==> src/srm_pkg.sv <==
// constants and types for the switch reset and mode select block
package srm_pkg;

    // ************************************************************
    // widths and reset values
    // ************************************************************
    localparam int          SRM_MODE_W       = 4;
    localparam logic [3:0]  SRM_MODE_RST     = 4'h0;
    localparam logic        SRM_HALT_RST     = 1'b0;
    localparam logic [1:0]  SRM_SYNC_RST     = 2'h0;

    // ************************************************************
    // mode strap codes
    // ************************************************************
    localparam logic [3:0]  SRM_M_SINGLE     = 4'h0;
    localparam logic [3:0]  SRM_M_SINGLE_EE  = 4'h1;
    localparam logic [3:0]  SRM_M_SINGLE_J0  = 4'h2;
    localparam logic [3:0]  SRM_M_SINGLE_J1  = 4'h3;
    localparam logic [3:0]  SRM_M_RSV_LO     = 4'h4;
    localparam logic [3:0]  SRM_M_RSV_HI     = 4'h7;
    localparam logic [3:0]  SRM_M_LOWLAT     = 4'h8;
    localparam logic [3:0]  SRM_M_LOWLAT_EE  = 4'h9;
    localparam logic [3:0]  SRM_M_UNATT      = 4'hA;
    localparam logic [3:0]  SRM_M_UNATT_I2C  = 4'hB;
    localparam logic [3:0]  SRM_M_UNATT_EE   = 4'hC;
    localparam logic [3:0]  SRM_M_UNATT_BOTH = 4'hD;
    localparam logic [3:0]  SRM_M_DISAB      = 4'hE;
    localparam logic [3:0]  SRM_M_DISAB_EE   = 4'hF;

    // ************************************************************
    // eeprom start point encoding
    // ************************************************************
    localparam logic [1:0]  SRM_EE_NONE      = 2'h0;
    localparam logic [1:0]  SRM_EE_BASE      = 2'h1;
    localparam logic [1:0]  SRM_EE_JUMP0     = 2'h2;
    localparam logic [1:0]  SRM_EE_JUMP1     = 2'h3;

    // ************************************************************
    // sequencer states
    // ************************************************************
    typedef enum logic [1:0] {
        SRM_RESET = 2'b00,
        SRM_CAPT  = 2'b01,
        SRM_HALT  = 2'b10,
        SRM_RUN   = 2'b11
    } srm_state_t;

endpackage

==> src/srm_top.sv <==
// reset sequencer and mode strap decoder of the switch
//
// Notes on behaviour
// [RULE_01] Fundamental reset low puts all block state back to reset; mode_q and the decode outputs keep their values.
// [RULE_02] Hold request seen at reset release parks the switch in quasi-reset with both management buses on.
// [RULE_03] In quasi-reset the register path is open but switching stays off.
// [RULE_04] Clearing the halt control bit over management leaves quasi-reset and starts switching.
// [RULE_05] The board keeps the mode strap unchanged after reset release.
// [RULE_06] Codes 0 to 3 give single partition, plain, eeprom, jump 0 and jump 1.
// [RULE_07] The board never straps the reserved codes 4 to 7.
// [RULE_08] Codes 8 and 9 give single partition reduced latency, plain or with eeprom.
// [RULE_09] Codes A to D give multi-partition unattached ports, plain, i2c reset, eeprom, both.
// [RULE_10] Codes E and F give multi-partition disabled ports, plain or with eeprom.
// [RULE_11] Strap and hold request are captured once at reset release and kept.
`timescale 1ns/1ns
module srm_top
    import srm_pkg::*;
(
    input  wire logic        mclk,
    input  wire logic        rst_n,
    input  wire logic        fundamental_reset_n,
    input  wire logic        reset_hold_request,
    input  wire logic [3:0]  operating_mode_strap,
    input  wire logic        halt_clear,
    output logic             core_reset_n,
    output logic             mgmt_bus_enable,
    output logic             reg_access_enable,
    output logic             switch_run,
    output logic             quasi_reset,
    output logic [3:0]       mode_q,
    output logic             multi_partition,
    output logic             reduced_latency,
    output logic             ports_disabled,
    output logic             i2c_reset_en,
    output logic [1:0]       eeprom_start,
    output logic             mode_reserved
);

    // ************************************************************
    // input synchronisers
    // ************************************************************
    logic [2:0]  prst_sync_q;
    logic [2:0]  hold_sync_q;
    logic        prst_ok;
    logic        hold_ok;
    srm_state_t  state_q;
    logic        switch_control_reg_q;   // halt control bit

    // three stages; the first is only read by the second
    always_ff @(posedge mclk or negedge rst_n) begin
        if (!rst_n) begin
            prst_sync_q <= 3'h0;
            hold_sync_q <= 3'h0;
        end else begin
            prst_sync_q <= {prst_sync_q[1:0], fundamental_reset_n};
            hold_sync_q <= {hold_sync_q[1:0], reset_hold_request};
        end
    end

    // level counts once stage two and three agree
    always_ff @(posedge mclk or negedge rst_n) begin
        if (!rst_n) begin
            prst_ok <= 1'b0;
            hold_ok <= 1'b0;
        end else begin
            if (prst_sync_q[2] == prst_sync_q[1]) begin
                prst_ok <= prst_sync_q[2];
            end
            if (hold_sync_q[2] == hold_sync_q[1]) begin
                hold_ok <= hold_sync_q[2];
            end
        end
    end

    // ************************************************************
    // sequencer
    // ************************************************************
    // [RULE_01] reset on assertion
    // [RULE_04] halt clear releases
    always_ff @(posedge mclk or negedge rst_n) begin
        if (!rst_n) begin
            state_q <= SRM_RESET;
        end else if (!prst_ok) begin
            state_q <= SRM_RESET;
        end else begin
            unique case (state_q)
                SRM_RESET: begin
                    state_q <= SRM_CAPT;
                end
                SRM_CAPT: begin
                    state_q <= hold_ok ? SRM_HALT : SRM_RUN;
                end
                SRM_HALT: begin
                    if (halt_clear) begin
                        state_q <= SRM_RUN;
                    end
                end
                SRM_RUN: begin
                    state_q <= SRM_RUN;
                end
            endcase
        end
    end

    // [RULE_11] capture at release
    // [RULE_02] halt bit from hold request
    always_ff @(posedge mclk or negedge rst_n) begin
        if (!rst_n) begin
            mode_q               <= SRM_MODE_RST;
            switch_control_reg_q <= SRM_HALT_RST;
        end else if (!prst_ok) begin
            switch_control_reg_q <= SRM_HALT_RST;
        end else if (state_q == SRM_RESET) begin
            mode_q               <= operating_mode_strap;
            switch_control_reg_q <= hold_ok;
        end else if (state_q == SRM_HALT && halt_clear) begin
            switch_control_reg_q <= 1'b0;
        end
    end

    // ************************************************************
    // reset and run outputs
    // ************************************************************
    // [RULE_02] buses live in quasi-reset
    // [RULE_03] registers open, no switching
    always_ff @(posedge mclk or negedge rst_n) begin
        if (!rst_n) begin
            core_reset_n      <= 1'b0;
            mgmt_bus_enable   <= 1'b0;
            reg_access_enable <= 1'b0;
            switch_run        <= 1'b0;
            quasi_reset       <= 1'b0;
        end else begin
            core_reset_n      <= prst_ok && (state_q == SRM_RUN);
            mgmt_bus_enable   <= prst_ok && (state_q == SRM_HALT ||
                                             state_q == SRM_RUN);
            reg_access_enable <= prst_ok && (state_q == SRM_HALT ||
                                             state_q == SRM_RUN);
            switch_run        <= prst_ok && (state_q == SRM_RUN);
            quasi_reset       <= prst_ok && (state_q == SRM_HALT);
        end
    end

    // ************************************************************
    // mode decode
    // ************************************************************
    logic        dec_multi;
    logic        dec_lowlat;
    logic        dec_disab;
    logic        dec_i2c;
    logic [1:0]  dec_ee;
    logic        dec_rsv;

    // [RULE_06] [RULE_08] [RULE_09] [RULE_10] code table
    always_comb begin
        dec_multi  = 1'b0;
        dec_lowlat = 1'b0;
        dec_disab  = 1'b0;
        dec_i2c    = 1'b0;
        dec_ee     = SRM_EE_NONE;
        dec_rsv    = 1'b0;
        unique case (mode_q)
            SRM_M_SINGLE:     dec_ee = SRM_EE_NONE;
            SRM_M_SINGLE_EE:  dec_ee = SRM_EE_BASE;
            SRM_M_SINGLE_J0:  dec_ee = SRM_EE_JUMP0;
            SRM_M_SINGLE_J1:  dec_ee = SRM_EE_JUMP1;
            4'h4, 4'h5, 4'h6, SRM_M_RSV_HI: dec_rsv = 1'b1;
            SRM_M_LOWLAT:     dec_lowlat = 1'b1;
            SRM_M_LOWLAT_EE: begin
                dec_lowlat = 1'b1;
                dec_ee     = SRM_EE_BASE;
            end
            SRM_M_UNATT:      dec_multi = 1'b1;
            SRM_M_UNATT_I2C: begin
                dec_multi = 1'b1;
                dec_i2c   = 1'b1;
            end
            SRM_M_UNATT_EE: begin
                dec_multi = 1'b1;
                dec_ee    = SRM_EE_BASE;
            end
            SRM_M_UNATT_BOTH: begin
                dec_multi = 1'b1;
                dec_i2c   = 1'b1;
                dec_ee    = SRM_EE_BASE;
            end
            SRM_M_DISAB: begin
                dec_multi = 1'b1;
                dec_disab = 1'b1;
            end
            SRM_M_DISAB_EE: begin
                dec_multi = 1'b1;
                dec_disab = 1'b1;
                dec_ee    = SRM_EE_BASE;
            end
        endcase
    end

    // [RULE_07] reserved codes flagged
    always_ff @(posedge mclk or negedge rst_n) begin
        if (!rst_n) begin
            multi_partition <= 1'b0;
            reduced_latency <= 1'b0;
            ports_disabled  <= 1'b0;
            i2c_reset_en    <= 1'b0;
            eeprom_start    <= SRM_EE_NONE;
            mode_reserved   <= 1'b0;
        end else begin
            multi_partition <= dec_multi;
            reduced_latency <= dec_lowlat;
            ports_disabled  <= dec_disab;
            i2c_reset_en    <= dec_i2c;
            eeprom_start    <= dec_ee;
            mode_reserved   <= dec_rsv;
        end
    end
endmodule

==> config.mk <==
export PLATFORM = sky130hd
export DESIGN_NAME = srm_top
export DESIGN_NICKNAME = d
export VERILOG_FILES = /design/src/srm_pkg.sv /design/src/srm_top.sv
export SDC_FILE = /design/constraint.sdc
export NUM_CORES = 1
export LEC_CHECK = 0
export ABC_AREA = 0
export BUFFER_PORTS_ARGS = -buffer_cell sky130_fd_sc_hd__buf_2
export CORE_AREA = 8 8 51 53
export CTS_CLUSTER_DIAMETER = 120
export DETAILED_ROUTE_END_ITERATION = 12
export DIE_AREA = 0 0 59 61
export PLACE_DENSITY = 0.73
export SETUP_SLACK_MARGIN = 0.4
export SYNTH_ARGS = -nofsm -noshare
export SYNTH_HDL_FRONTEND = slang
export SYNTH_SLANG_ARGS = --single-unit
==> constraint.sdc <==
create_clock -name mclk -period 1.5 [get_ports mclk]
set_clock_uncertainty 0.15 [all_clocks]
set_input_delay 0.225 -clock mclk [delete_from_list [all_inputs] [get_ports mclk]]
set_output_delay 0.225 -clock mclk [all_outputs]
set_load 0.05 [all_outputs]
After elaboration in Yosys (flattened, before gate mapping)
Cells that the tools add are included.
{ "op_classes": {"multipliers": 0, "div_mod_pow": 0, "addsub": 0, "n_eq_ne": 21, "shift": 0, "mux": 10, "reduce_logical": 12, "magnitude_cmp": 0, "bitwise": 0} }
{ "op_table": {"columns": ["operator", "count"], "rows": [
  ["4-bit == test, second input constant", 8],
  ["4-bit by 3-bit == test with 1-bit output, second input constant", 4],
  ["4-bit by 2-bit == test with 1-bit output, second input constant", 2],
  ["2-bit one-hot mux with 4 select lines", 1],
  ["1-bit two-way mux", 6],
  ["2-bit one-hot mux with 3 select lines", 1],
  ["2-bit OR reduction", 3],
  ["6-bit OR reduction", 1],
  ["5-bit OR reduction", 1],
  ["2-bit == test, second input constant", 2],
  ["4-bit by 1-bit == test with 1-bit output, second input constant", 1],
  ["2-bit two-way mux", 2],
  ["4-bit OR reduction", 1],
  ["1-bit logical AND", 3],
  ["3-bit != test, second input constant", 1],
  ["1-bit == test", 2],
  ["2-bit by 1-bit == test with 1-bit output, second input constant", 1],
  ["2-bit logical NOT", 1],
  ["2-bit AND reduction", 1],
  ["1-bit logical OR", 1]
]} }
{ "word_totals": {"elab_cells": 58, "out_inout_bits": 16, "memories": 0, "mem_bits_rw": 0, "ff_bits": 24, "latchBits": 0, "input_bits": 9, "romBits": 0} }

Logic depth before layout (Yosys ltp)
{ "depth": {"word_depth": 3, "mapped_depth": 2, "ltp_nobuf": 2} }

Least setup slack after synthesis
No wires, ideal clock.
{ "synth_path": {"path_kind": "reg-to-reg", "startpoint": "register mode_q[2]", "endpoint": "register eeprom_start[0]", "n_path_buf": 0, "stages_incl_launch_ff": 3, "t_required_ns": 1.256, "setup_slack_ns": 0.155, "t_arrival_ns": 1.101, "synth_period_minus_slack_ns": 1.345, "setup_ns": 0.094, "cell_sequence": "dfrtp_1 and3b_1 a211oi_1"} }
{ "synth_via": {"elab_chain_cells": 3, "word_cells_on_any_way": 9, "classes_between": "eq/ne: 7; mux: 1; reduce/logical: 1"} }
{ "synth_rtl": {"columns": ["element", "line_no", "rtl"], "rows": [
  ["start, declared", "srm_top.sv:30", "output logic [3:0] mode_q,"],
  ["start signal, assigned", "srm_top.sv:114", "mode_q <= operating_mode_strap;"],
  ["4-bit == test or 4-bit by 1-bit == test with 1-bit output (tied branches)", "srm_top.sv:162", "unique case (mode_q)"],
  ["5-bit OR reduction (no source line)", null, null],
  ["2-bit one-hot mux with 3 select lines *", "srm_top.sv:162", null],
  ["via dec_ee[0]", "srm_top.sv:151", "logic [1:0] dec_ee;"],
  ["end signal, assigned", "srm_top.sv:206", "eeprom_start <= SRM_EE_NONE;"],
  ["end signal, assigned", "srm_top.sv:213", "eeprom_start <= dec_ee;"],
  ["end, declared", "srm_top.sv:35", "output logic [1:0] eeprom_start,"]
]} }
Mark *: on every way through the listed nets, which the timed path passes. The rest lies on a longest branch.
A chain may end at the register's enable or synchronous reset.

Final worst setup path
{ "layout_path": {"startpoint": "register state_q[1]", "endpoint": "register mode_q[1]"} }
{ "layout_via": {"elab_chain_cells": 2} }
{ "layout_rtl": {"columns": ["element", "line_no", "rtl"], "rows": [
  ["start, declared", "srm_top.sv:46", "srm_state_t state_q;"],
  ["start signal, assigned", "srm_top.sv:91", "state_q <= hold_ok ? SRM_HALT : SRM_RUN;"],
  ["2-bit logical NOT", "srm_top.sv:113", "end else if (state_q == SRM_RESET) begin"],
  ["2-bit AND reduction (no source line)", null, null]
]} }
No other way between the ends.

==> flow_metrics.env <==
export IMPL_die_w_um=59
export IMPL_holdCritStartpoint="halt_clear"
export IMPL_startpoint_type="register"
export IMPL_drive_above_1_share=0.636
export IMPL_p_leak_nw=0.653
export IMPL_antenna_left=0
export IMPL_cts_reportedPaths_clkPinSlew_ns=0.13
export IMPL_min_period_over_period=0.903
export IMPL_synthesis_nets=61
export IMPL_layout_commonest_cell="buf_6"
export IMPL_clock_latency_ns=0.31
export IMPL_coreArea_um2=1840
export IMPL_clockRootBuffer="clkbuf_4"
export IMPL_setup_viol=0
export IMPL_cts_buffers_inserted=3
export IMPL_cp_required_ns=1.56
export IMPL_cts_max_path_buffers=2
export IMPL_powerDensity_nw_per_um2=1850
export IMPL_ys_types=20
export IMPL_rows=16
export IMPL_dieArea_um2=3600
export IMPL_period_needed_ns=1.35
export IMPL_tightest_slew_ns=0.501
export IMPL_hpwl_um=1050
export IMPL_postSynthAreaPerCell_um2=15.8
export IMPL_drc_errors=0
export IMPL_cts_max_level=1
export IMPL_antenna_found_initial=0
export IMPL_r2r_end="mode_q[1]$_DFFE_PN0P_"
export IMPL_yosysTopAreaCell="dfrtp_1"
export IMPL_whs_ns=0.0733
export IMPL_post_drt_via_cell_ratio=4.51
export IMPL_gr_usage_all_layers=0.111
export IMPL_die_y_um=61
export IMPL_cts_tree="yes"
export IMPL_layout_common_cells="buf_6 (24), dfrtp_1 (17), buf_2 (8), dlygate4sd3_1 (7), dfrtp_2 (7)"
export IMPL_yosysSeqAreaShare=0.729
export IMPL_fmax_mhz=738
export IMPL_first_pass_iters=4
export IMPL_synth_top_area_share=0.729
export IMPL_rr_startpoint="state_q[1]$_DFFE_PN0P_"
export IMPL_globalplace_congestion=0.690
export IMPL_finalHoldViolations=0
export IMPL_utilization=0.743
export IMPL_r2r_slack_ns=0.15
export IMPL_synth_warnings=0
export IMPL_arrival_ns=1.41
export IMPL_port_buffers=24
export IMPL_wl_per_cell_um=16.0
export IMPL_holdCritPathClass="in2reg"
export IMPL_min_delay_path_depth=2
export IMPL_rsz0062_at_grt="true"
export IMPL_cts_sinks=24
export IMPL_ys_ff_latch=24
export IMPL_ioPinCount=25
export IMPL_grt_pass1_vias=609
export IMPL_r2r_cells=3
export IMPL_syn_inst=52
export IMPL_num_vias=568
export IMPL_wirelength_um=2020
export IMPL_path_max_fanout=4
export IMPL_vdd_drop_max_uv=1290
export IMPL_grt_max_degree=25
export IMPL_drt_iter0_markers=3
export IMPL_totalNegativeSetupSlack_ns=0
export IMPL_grt_pass1_wl_um=2860
export IMPL_diodes=0
export IMPL_hold_end="state_q[0]$_DFFE_PN0P_"
export IMPL_critPathCaptureType="register"
export IMPL_area_growth_pct=66.1
export IMPL_path_class="reg2reg"
export IMPL_grt_ovfl_total=0
export IMPL_power_w=0.00253
export IMPL_maxSlewViolCount=0
export IMPL_slew_headroom=0.666
export IMPL_synth_area_leaders="dfrtp_1 (73%), mux2_2 (5.5%), maj3_1 (2.4%), nor3b_4 (2.3%), buf_4 (1.8%)"
export IMPL_status="finished clean"
export IMPL_start_util=0.447
export IMPL_syn_area_um2=823
export IMPL_maxCapViolations=0
export IMPL_nets=109
-- worst max path at each step --
stage	cells after the start	startpoint	endpoint
global route	3	state_q[1]$_DFFE_PN0P_	mode_q[1]$_DFFE_PN0P_
finish	3	state_q[1]$_DFFE_PN0P_	mode_q[1]$_DFFE_PN0P_
detailed placement	2	state_q[1]$_DFFE_PN0P_	mode_q[3]$_DFFE_PN0P_
floorplan	2	state_q[1]$_DFFE_PN0P_	mode_q[1]$_DFFE_PN0P_
global placement	2	state_q[1]$_DFFE_PN0P_	mode_q[3]$_DFFE_PN0P_
CTS	2	state_q[0]$_DFFE_PN0P_	mode_q[3]$_DFFE_PN0P_
-- Yosys cell counts --
cell type	number
nand2_1	1
and3_2	1
o21a_1	2
maj3_1	2
nor3b_4	1
buf_4	2
dfrtp_1	24
o311a_2	1
a21oi_1	1
nand3b_1	1
nor2_1	1
nor3b_1	1
nor2b_1	2
and2_2	1
nand2b_1	2
mux2_2	4
a211oi_1	1
and3_1	1
and3b_1	1
inv_1	2
-- sequential cells by signal, indices dropped and copies added (netlist names), 2 cells and up --
name / count
prst_sync_q: 3
hold_sync_q: 3
mode_q: 4
state_q: 2
eeprom_start: 2
-- worst max-delay path, cell delays in order (launching register included) --
cell     delay (ns)
dfrtp_2        0.46
nor3b_4        0.20
buf_6          0.15
mux2_4         0.30
-- kinds of logic (layout without fill, tap and decap cells) --
logic type                 after synthesis  count (layout)  share of synthesized area
buffers and inverters                    4              51                     0.0274
adders and majority gates                2               2                     0.0243
muxes                                    4               4                     0.0547
and+or+nand+nor                         13              13                      0.117
DFF                                     24              24                      0.729
AOI/OAI and AO/OA                        5               5                     0.0471
-- power by group --
part | leakage (nW) | total (W) | switching, W | internal, W
Sequential | 0.289 | 0.000891 | 0.0000973 | 0.000794
Clock | 0.0210 | 0.000335 | 0.000187 | 0.000148
Combinational | 0.344 | 0.00130 | 0.000734 | 0.000569
Total | 0.653 | 0.00253 | 0.00102 | 0.00151
-- area by class of cell --
type                    instances  area, um^2
clock buffers                   4        36.3
fillers                       114         474
inverters                       2        7.51
multi-input cells              24         255
flip-flops and latches         24         609
well taps                      27        33.8
repair buffers                 45         425
-- what timing repair did --
item	CTS	global route
pin swaps	2	8
resized for setup	37	18
endpoints found under the setup margin	21	29
hold buffers	6	1
endpoints found under the hold margin	29	1
buffers inserted	8	6
-- through the flow --
step | std cells | worst slack [ns] | area, um^2
floorplan | 52 | 0.201 | 837
global placement | 101 | 0.155 | 968
detailed placement | 101 | 0.113 | 968
CTS | 119 | 0.146 | 1240
global route | 126 | 0.130 | 1370
finish | 126 | 0.145 | 1370
-- layer usage --
layer / wire length, um / up-vias / GRT usage
met5: 0 / - / 0
met4: 22 / 0 / 0.0614
met3: 104 / 4 / 0.0212
met2: 1110 / 23 / 0.215
met1: 786 / 274 / 0.107
li1: - / 267 / -
No activity file was read; power rests on OpenSTA's default activity.
